--- config.mk ---
export PLATFORM = sky130hd
export DESIGN_NAME = mise_core
export DESIGN_NICKNAME = d
export VERILOG_FILES = /design/src/rtl/mise_pkg.sv /design/src/rtl/mise_core.sv
export SDC_FILE = /design/constraint.sdc
export NUM_CORES = 1
export LEC_CHECK = 0
export ABC_AREA = 0
export BUFFER_PORTS_ARGS = -buffer_cell sky130_fd_sc_hd__buf_2
export CELL_PAD_IN_SITES_DETAIL_PLACEMENT = 0
export CELL_PAD_IN_SITES_GLOBAL_PLACEMENT = 1
export CORE_UTILIZATION = 36
export CTS_BUF_LIST = sky130_fd_sc_hd__clkbuf_4 sky130_fd_sc_hd__clkbuf_8 sky130_fd_sc_hd__clkbuf_16
export CTS_CLUSTER_SIZE = 28
export DETAILED_ROUTE_END_ITERATION = 10
export PLACE_DENSITY = 0.84
export SKIP_CTS_REPAIR_TIMING = 1
export SYNTH_ARGS = -nofsm -noshare
export SYNTH_HDL_FRONTEND = slang
export SYNTH_SLANG_ARGS = --single-unit
--- constraint.sdc ---
create_clock -name ref_clk -period 2.2 [get_ports ref_clk]
set_input_delay 0.22 -clock ref_clk [delete_from_list [all_inputs] [get_ports ref_clk]]
set_output_delay 0.22 -clock ref_clk [all_outputs]
set_load 0.05 [all_outputs]
--- src/rtl/mise_pkg.sv ---
// Package of constants and types for the instruction subset executor
package mise_pkg;
   localparam int unsigned DATA_W  = 8;
   localparam int unsigned ADDR_W  = 8;
   localparam int unsigned PC_W    = 11;
   localparam int unsigned MEM_DEPTH = 256;

   localparam logic [DATA_W-1:0] ONE_BYTE  = 8'h01;
   localparam logic [DATA_W-1:0] ZERO_BYTE = 8'h00;
   localparam logic [PC_W-1:0]   PC_ONE    = 11'h001;
   localparam logic [PC_W-1:0]   PC_RESET  = 11'h000;

   // Opcode encodings presented on op_code
   typedef enum logic [2:0] {
      MISE_OP_NONE      = 3'b000,
      MISE_OP_POWERDOWN = 3'b001,
      MISE_OP_INC_MEM   = 3'b010,
      MISE_OP_INC_WORK  = 3'b011,
      MISE_OP_GOTO      = 3'b100,
      MISE_OP_MEM_TO_W  = 3'b101,
      MISE_OP_IMM_TO_W  = 3'b110,
      MISE_OP_W_TO_MEM  = 3'b111
   } mise_op_t;

   typedef enum logic [1:0] {
      MISE_RUN   = 2'b00,
      MISE_DUMMY = 2'b01,
      MISE_SLEEP = 2'b10
   } mise_state_t;

   typedef struct packed {
      mise_state_t      state;
      logic [PC_W-1:0]  pc;
      logic [DATA_W-1:0] working;
      logic             zero;
      logic             powered_down;
      logic             watchdog_expired;
      logic             wdog_clear;
   } mise_regs_t;
endpackage : mise_pkg

--- src/rtl/mise_core.sv ---
// Executor for a subset of an 8-bit microcontroller instruction set
// What this block does
// RULE1: Power-down stops execution and system clock
// RULE2: Power-down keeps data, clears watchdog
// RULE3: Power-down sets powered-down, clears watchdog-expired unless an expiry arrives in that cycle
// RULE4: Memory increment writes sum back, updates zero
// RULE5: Increment into working register, memory untouched
// RULE6: Goto loads program counter, flags untouched
// RULE7: Goto takes two cycles with dummy
// RULE8: Memory to working register, flags untouched
// RULE9: Immediate to working register, flags untouched
// RULE10: Working register to memory, flags untouched
// RULE11: Other instructions single cycle, counter advances
// RULE12: Zero flag set when incremented byte wraps
`timescale 1ns/1ns
`default_nettype none
module mise_core
   import mise_pkg::*;
(
   // Clock and reset
   input  wire logic              ref_clk,
   input  wire logic              rst_b,
   // Instruction presented for the current cycle
   input  wire logic              op_valid,
   input  wire logic [2:0]        op_code,
   input  wire logic [ADDR_W-1:0] op_mem_addr,
   input  wire logic [DATA_W-1:0] op_imm,
   input  wire logic [PC_W-1:0]   op_target,
   // Wake-up from power-down
   input  wire logic              wake_up,
   // Watchdog expiry event from the watchdog block
   input  wire logic              watchdog_timeout,
   // Status and state
   output logic [PC_W-1:0]        pc,
   output logic [DATA_W-1:0]      working_register,
   output logic                   zero_flag,
   output logic                   powered_down_flag,
   output logic                   watchdog_expired_flag,
   output logic                   watchdog_clear,
   output logic                   sys_clk_en,
   output logic                   fetch_en,
   output logic                   dummy_cycle,
   // Data memory read and write port
   input  wire logic [DATA_W-1:0] mem_rd_data,
   output logic [ADDR_W-1:0]      mem_addr,
   output logic                   mem_wr_en,
   output logic [DATA_W-1:0]      mem_wr_data
);

   // Whole state in one registered copy
   mise_regs_t        r_reg;
   mise_regs_t        r_next;
   // Decoded instruction and increment result
   mise_op_t          op;
   logic              op_taken;
   logic [DATA_W-1:0] sum;
   logic              sum_is_zero;

   // Reset image: counter at start, all flags clear, running
   localparam mise_regs_t REGS_AT_RESET = '{
      state:            MISE_RUN,
      pc:               PC_RESET,
      working:          ZERO_BYTE,
      zero:             1'b0,
      powered_down:     1'b0,
      watchdog_expired: 1'b0,
      wdog_clear:       1'b0
   };

   // Byte increment; the top value wraps to zero
   function automatic logic [DATA_W-1:0] plus_one(input logic [DATA_W-1:0] v);
      plus_one = v + ONE_BYTE;
   endfunction : plus_one

   // Zero test on a byte result
   function automatic logic byte_is_zero(input logic [DATA_W-1:0] v);
      byte_is_zero = (v == ZERO_BYTE);
   endfunction : byte_is_zero

   // Next sequential program address
   function automatic logic [PC_W-1:0] next_pc(input logic [PC_W-1:0] p);
      next_pc = p + PC_ONE;
   endfunction : next_pc

   // Ops whose result feeds the zero flag
   function automatic logic sets_zero(input mise_op_t o);
      case (o)
         MISE_OP_INC_MEM: begin
            sets_zero = 1'b1;
         end
         MISE_OP_INC_WORK: begin
            sets_zero = 1'b1;
         end
         default: begin
            sets_zero = 1'b0;
         end
      endcase
   endfunction : sets_zero

   // Ops that store into data memory
   function automatic logic writes_mem(input mise_op_t o);
      case (o)
         MISE_OP_INC_MEM: begin
            writes_mem = 1'b1;
         end
         MISE_OP_W_TO_MEM: begin
            writes_mem = 1'b1;
         end
         default: begin
            writes_mem = 1'b0;
         end
      endcase
   endfunction : writes_mem

   // Working register after an op; only moves and one increment load it
   function automatic logic [DATA_W-1:0] working_after(
      input mise_op_t          o,
      input logic [DATA_W-1:0] cur,
      input logic [DATA_W-1:0] inc,
      input logic [DATA_W-1:0] rd,
      input logic [DATA_W-1:0] imm
   );
      case (o)
         MISE_OP_INC_WORK: begin
            working_after = inc; // RULE5
         end
         MISE_OP_MEM_TO_W: begin
            working_after = rd; // RULE8
         end
         MISE_OP_IMM_TO_W: begin
            working_after = imm; // RULE9
         end
         default: begin
            working_after = cur;
         end
      endcase
   endfunction : working_after

   // Instruction decode
   assign op          = mise_op_t'(op_code);
   assign op_taken    = op_valid && (r_reg.state == MISE_RUN); // RULE1 RULE7
   assign sum         = plus_one(mem_rd_data); // RULE4 RULE5
   assign sum_is_zero = byte_is_zero(sum); // RULE12

   // Memory port; write data is combinational so a store lands in its own cycle
   always_comb begin
      mem_addr    = op_mem_addr;
      mem_wr_en   = op_taken && writes_mem(op); // RULE2 RULE4 RULE10
      mem_wr_data = r_reg.working; // RULE10
      if (op == MISE_OP_INC_MEM) begin
         mem_wr_data = sum; // RULE4
      end
   end

   always_comb begin
      r_next            = r_reg;
      r_next.wdog_clear = 1'b0;
      // Expiry event wins over a power-down clear in the same cycle
      if (watchdog_timeout) begin
         r_next.watchdog_expired = 1'b1;
      end
      case (r_reg.state)
         MISE_RUN: begin
            if (op_valid) begin
               r_next.pc      = next_pc(r_reg.pc); // RULE11
               r_next.working = working_after(op, r_reg.working, sum, mem_rd_data, op_imm);
               if (sets_zero(op)) begin
                  r_next.zero = sum_is_zero; // RULE12
               end
               case (op)
                  MISE_OP_POWERDOWN: begin
                     r_next.state        = MISE_SLEEP; // RULE1
                     r_next.wdog_clear   = 1'b1; // RULE2
                     r_next.powered_down = 1'b1; // RULE3
                     if (!watchdog_timeout) begin
                        r_next.watchdog_expired = 1'b0; // RULE3
                     end
                  end
                  MISE_OP_GOTO: begin
                     r_next.pc    = op_target; // RULE6
                     r_next.state = MISE_DUMMY; // RULE7
                  end
                  default: begin
                  end
               endcase
            end
         end
         // Second cycle of goto; the word fetched meanwhile is dropped
         MISE_DUMMY: begin
            r_next.state = MISE_RUN; // RULE7
         end
         // Clock held off; only a wake-up resumes the core
         MISE_SLEEP: begin
            if (wake_up) begin
               r_next.state = MISE_RUN; // RULE1
            end
         end
         default: begin
            r_next.state = MISE_RUN;
         end
      endcase
   end

   always_ff @(posedge ref_clk or negedge rst_b) begin
      if (!rst_b) begin
         r_reg <= REGS_AT_RESET;
      end else begin
         r_reg <= r_next;
      end
   end

   // Outputs from the registered copy; clear pulse lags power-down by one
   assign pc                    = r_reg.pc;
   assign working_register      = r_reg.working;
   assign zero_flag             = r_reg.zero;
   assign powered_down_flag     = r_reg.powered_down;
   assign watchdog_expired_flag = r_reg.watchdog_expired;
   assign watchdog_clear        = r_reg.wdog_clear; // RULE2
   assign sys_clk_en            = (r_reg.state != MISE_SLEEP); // RULE1
   assign fetch_en              = (r_reg.state == MISE_RUN); // RULE1
   assign dummy_cycle           = (r_reg.state == MISE_DUMMY); // RULE7

endmodule : mise_core
`default_nettype wire

### Yosys cells after proc, flatten, opt, wreduce, memory -nomap -nowiden

Index checks and enable logic that the tools add are counted.

| storage, ports and cells | value |
|---|---|
| register bits after elaboration | 25 |
| latch bits | 0 |
| memory bits (writable) | 0 |
| ROM bits | 0 |
| input bits | 43 |
| output and inout bits | 43 |
| logic and storage cells | 50 |
| memories | 0 |

| cells by class | value |
|---|---|
| $add $sub $neg | 2 |
| $mul | 0 |
| div/mod/pow operators | 0 |
| magnitude comparators | 0 |
| equality and inequality tests | 13 |
| shifts and indexed selects | 0 |
| multiplexer cells | 16 |
| bitwise gates (word level) | 0 |
| reductions and logical operators | 12 |

Operator list:

| operator | count |
|---|---|
| two-way mux 25 bit | 1 |
| case mux 8 bit (3 select lines) | 1 |
| == test 3 bit (second input constant) | 4 |
| AND reduction 3 bit | 4 |
| adder 11 x 1 -> 11 bit (second input constant) | 1 |
| two-way mux 11 bit | 1 |
| adder 8 x 1 -> 8 bit (second input constant) | 1 |
| logical NOT 8 bit | 1 |
| two-way mux 8 bit | 1 |
| case mux 2 bit (2 select lines) | 2 |
| two-way mux 1 bit | 7 |
| == test 3 x 2 -> 1 bit (second input constant) | 2 |
| inequality test 2 bit (second input constant) | 3 |
| two-way mux 2 bit | 2 |
| OR reduction 2 bit | 2 |
| == test 3 x 1 -> 1 bit (second input constant) | 1 |
| two-way mux 3 bit | 1 |
| inequality test 3 x 1 -> 1 bit (second input constant) | 1 |
| nonzero test 3 bit | 1 |
| == test 2 x 1 -> 1 bit (second input constant) | 1 |
| == test 2 bit (second input constant) | 1 |
| logical AND 1 bit | 2 |
| logical NOT 2 bit | 1 |
| AND reduction 2 bit | 1 |

### Depth between registers and ports, before layout

| logic depth | value |
|---|---|
| depth after elaboration | 8 |
| gate-level depth with buffers | 7 |
| gate-level depth less buffers | 6 |

### Least setup slack after synthesis

No wires, ideal clock.

| path | value |
|---|---|
| path type | input -> output |
| from | input op_code[1] |
| to | output mem_wr_data[1] |
| arrival | 1.889 ns |
| required time | 1.980 ns |
| slack | 0.091 ns |
| stages on the path | 5 |
| buffers on the path | 2 |
| cells stage by stage | buf_2 > nand2_1 > nor2_1 > buf_2 > o21ai_0 |

| between the ends | value |
|---|---|
| cells in the longest elaborated chain, start to end | 2 |

RTL lines:

| item | line | RTL |
|---|---|---|
| start, declared | mise_core.sv:25 | `input wire logic [2:0] op_code,` |
| == test 3 x 2 -> 1 bit | mise_core.sv:150 | `if (op == MISE_OP_INC_MEM) begin` |
| two-way mux 8 bit | mise_core.sv:150 |  |
| end, declared | mise_core.sv:47 | `output logic [DATA_W-1:0] mem_wr_data` |

Every way passes these cells.

### Worst setup path after layout

| path | value |
|---|---|
| from | input op_code[1] |
| to | output mem_wr_data[3] |

The elaborated chain is that of the path after synthesis.

==> flow_summary.yaml <==
worst_setup_path:
  crit_chain: "buf_2 -> nand2_1 -> nor2_1 -> buf_4 -> mux2_2 -> buf_2"
  r2r_end: "pc[6]"
  start_kind: "input pin"
  critPathBufInv: 3
  crit_family: "buffers and inverters"
  cp_slowest_cell: "mux2_2"
  path_max_fanout: 22
  arrival_ns: 1.66
  critPathKind: "in -> out"
  required_ns: 1.98
  r2r_start: "r_reg[24]"
  slowest_delay_ns: 0.35
  endpoint_kind: "output port"
  reg2reg_depth: 5
  r2r_setup_slack_ns: 0.47
  crit_top_cell: "buf_2"
yosys:
  syn_nets: 289
  ys_ff_latch: 25
  syn-cell-area_mm2: 0.00199
  ys_warn_count: 0
  synth-async-reset-ratio: 1.00
  ys_seq_area_frac: 0.315
  synth_ff_type: "dfrtp_1"
  synth_edf_count: 0
  synth_cell_type_count: 48
  syn_inst: 243
  avgSynthCellArea_um2: 8.18
layout:
  final_common_cell: "buf_2"
  fillCellCount: 570
  fin_nets: 331
  area_growth_pct: 13.2
  layout_common_cells: "69 x buf_2, 25 x dfrtp_1, 20 x nand2_1, 18 x nor2_1, 17 x o21ai_0"
  fin_util: 0.432
  diodes: 0
  drive_gt1_frac: 0.310
  largest_reg_flops: 11
sta:
  hold_viol_final: 0
  tns_ns: 0
  fin_skew_ns: 0.00676
  rsz0062_at_grt: "false"
  slew_headroom: 0.620
  fin_crit_ns: 1.88
  finalHoldWorstSlack_ns: 0.130
  setup_viol_count_final: 0
  fmax_mhz: 531
  maxSlewViolCount: 0
  timing.final.crit_share: 0.855
  tightest_slew_ns: 0.571
die:
  core_region_area_mm2: 0.00520
  start_util: 0.382
  die_y_um: 76.3
  die_w_um: 76.3
  die_area_mm2: 0.00582
  rows: 26
  io-pin-count: 86
drt:
  drc: 0
  routed_wirelength_mm: 5.11
  drtPass1Iterations: 4
  vias: 1825
  wire_per_inst_um: 14.4
  ant_nets: 0
  routed_via_density: 5.16
  first_iter_violations: 78
placement:
  place_congestion: 0.842
  dp_hpwl_mm: 3.83
  io_buffers: 69
global_route:
  grt_first_pass_wirelength_mm: 8.41
  grt_use_total: 0.179
  grt-ovfl-total: 0
  grt_max_degree: 26
  grt_pass1_vias: 1723
  antenna_found_initial: 0
cts:
  htree_levels: 1
  root_buffer: "clkbuf_8"
  clk_latency_ns: 0.27
  clockBufferDepth: 2
  clock_sinks: 25
  clkTransAtPathRegs_ns: 0.09
  numCtsBuffers: 3
  cts_tree: "yes"
power_and_ir_drop:
  power_density_mw_per_mm2: 964
  leakagePower_nw: 0.995
  ir_worst_vdd_v: 0.000436
hold_path:
  hp-start: "watchdog_timeout"
  worstHoldEndpoint: "watchdog_expired_flag"
  hp-class: "in -> reg"
  whs_path_depth: 2
run_status:
  status: "finished clean"
run:
  drv_cap: 0
logic make-up (layout without fill, tap and decap cells):
kind of cell | Yosys count | in the layout | share of synthesized area
xor+xnor | 10 | 10 | 0.0441
fa+ha+maj | 3 | 3 | 0.0189
flops | 25 | 25 | 0.315
buf+inv | 45 | 86 | 0.148
mux | 4 | 4 | 0.0220
compound gates | 70 | 70 | 0.225
simple gates | 86 | 86 | 0.227
worst max path at each step:
stage / slack, ns / cells past startpoint / start / end
after floorplan: 0.09 / 5 / op_code[1] / mem_wr_data[1]
after global placement: 0.39 / 6 / op_code[1] / mem_wr_data[0]
after detailed placement: 0.33 / 6 / op_code[1] / mem_wr_data[3]
after CTS: 0.30 / 4 / r_reg[24] / mem_wr_en
after global routing: 0.19 / 6 / op_code[1] / mem_wr_data[3]
final: 0.32 / 6 / op_code[1] / mem_wr_data[3]
stage by stage:
| stage | std cells | cell area, µm² | worst slack, ns | power [mW] |
|---|---|---|---|---|
| after floorplan | 243 | 1990 | 0.0909 | 1.81 |
| after global placement | 349 | 2190 | 0.392 | 1.87 |
| after detailed placement | 349 | 2190 | 0.332 | 1.89 |
| after CTS | 353 | 2240 | 0.303 | 2.19 |
| after global routing | 354 | 2250 | 0.193 | 2.29 |
| final | 354 | 2250 | 0.318 | 2.17 |
cell usage after synthesis, drive strengths merged, types with 2 or more instances:
master / count / share of area
a22oi: 4 / 0.015
o21ai: 27 / 0.072
buf: 37 / 0.13
inv: 7 / 0.013
nand3: 13 / 0.033
xnor2: 7 / 0.031
a2bb2oi: 3 / 0.013
ha: 3 / 0.019
nor3: 4 / 0.010
and4: 2 / 0.0088
nor2b: 9 / 0.028
and3: 3 / 0.0094
nor2: 20 / 0.045
o22ai: 6 / 0.019
nand2b: 5 / 0.016
xor2: 3 / 0.013
and2: 3 / 0.0094
mux2: 3 / 0.017
a21oi: 16 / 0.040
a31oi: 2 / 0.014
dfrtp: 25 / 0.31
nand2: 20 / 0.038
o22a: 3 / 0.013
report_power, final:
part / leakage (nW) / switching (mW) / internal, mW
Clock: 0.0217 / 0.157 / 0.128
Combinational: 0.680 / 0.858 / 0.313
Sequential: 0.293 / 0.132 / 0.580
Total: 0.995 / 1.15 / 1.02
per-layer routing:
layer / GRT usage / share of wire / wire, µm
met1: 0.255 / 0.49 / 2510
met2: 0.278 / 0.45 / 2300
met3: 0.0204 / 0.044 / 227
met4: 0.0654 / 0.012 / 63
met5: 0 / 0 / 0
area by class of cell:
class                      instances  area [µm²]  share of cell area
tap                               70        87.6              0.0389
clock buffer                       3        41.3              0.0184
timing repair buffer              75         393               0.175
multi-input combinational        173        1070               0.475
inverter                           7        26.3              0.0117
clock inverter                     1        7.51             0.00334
sequential                        25         626               0.278
(Power assumes the default switching activity.)
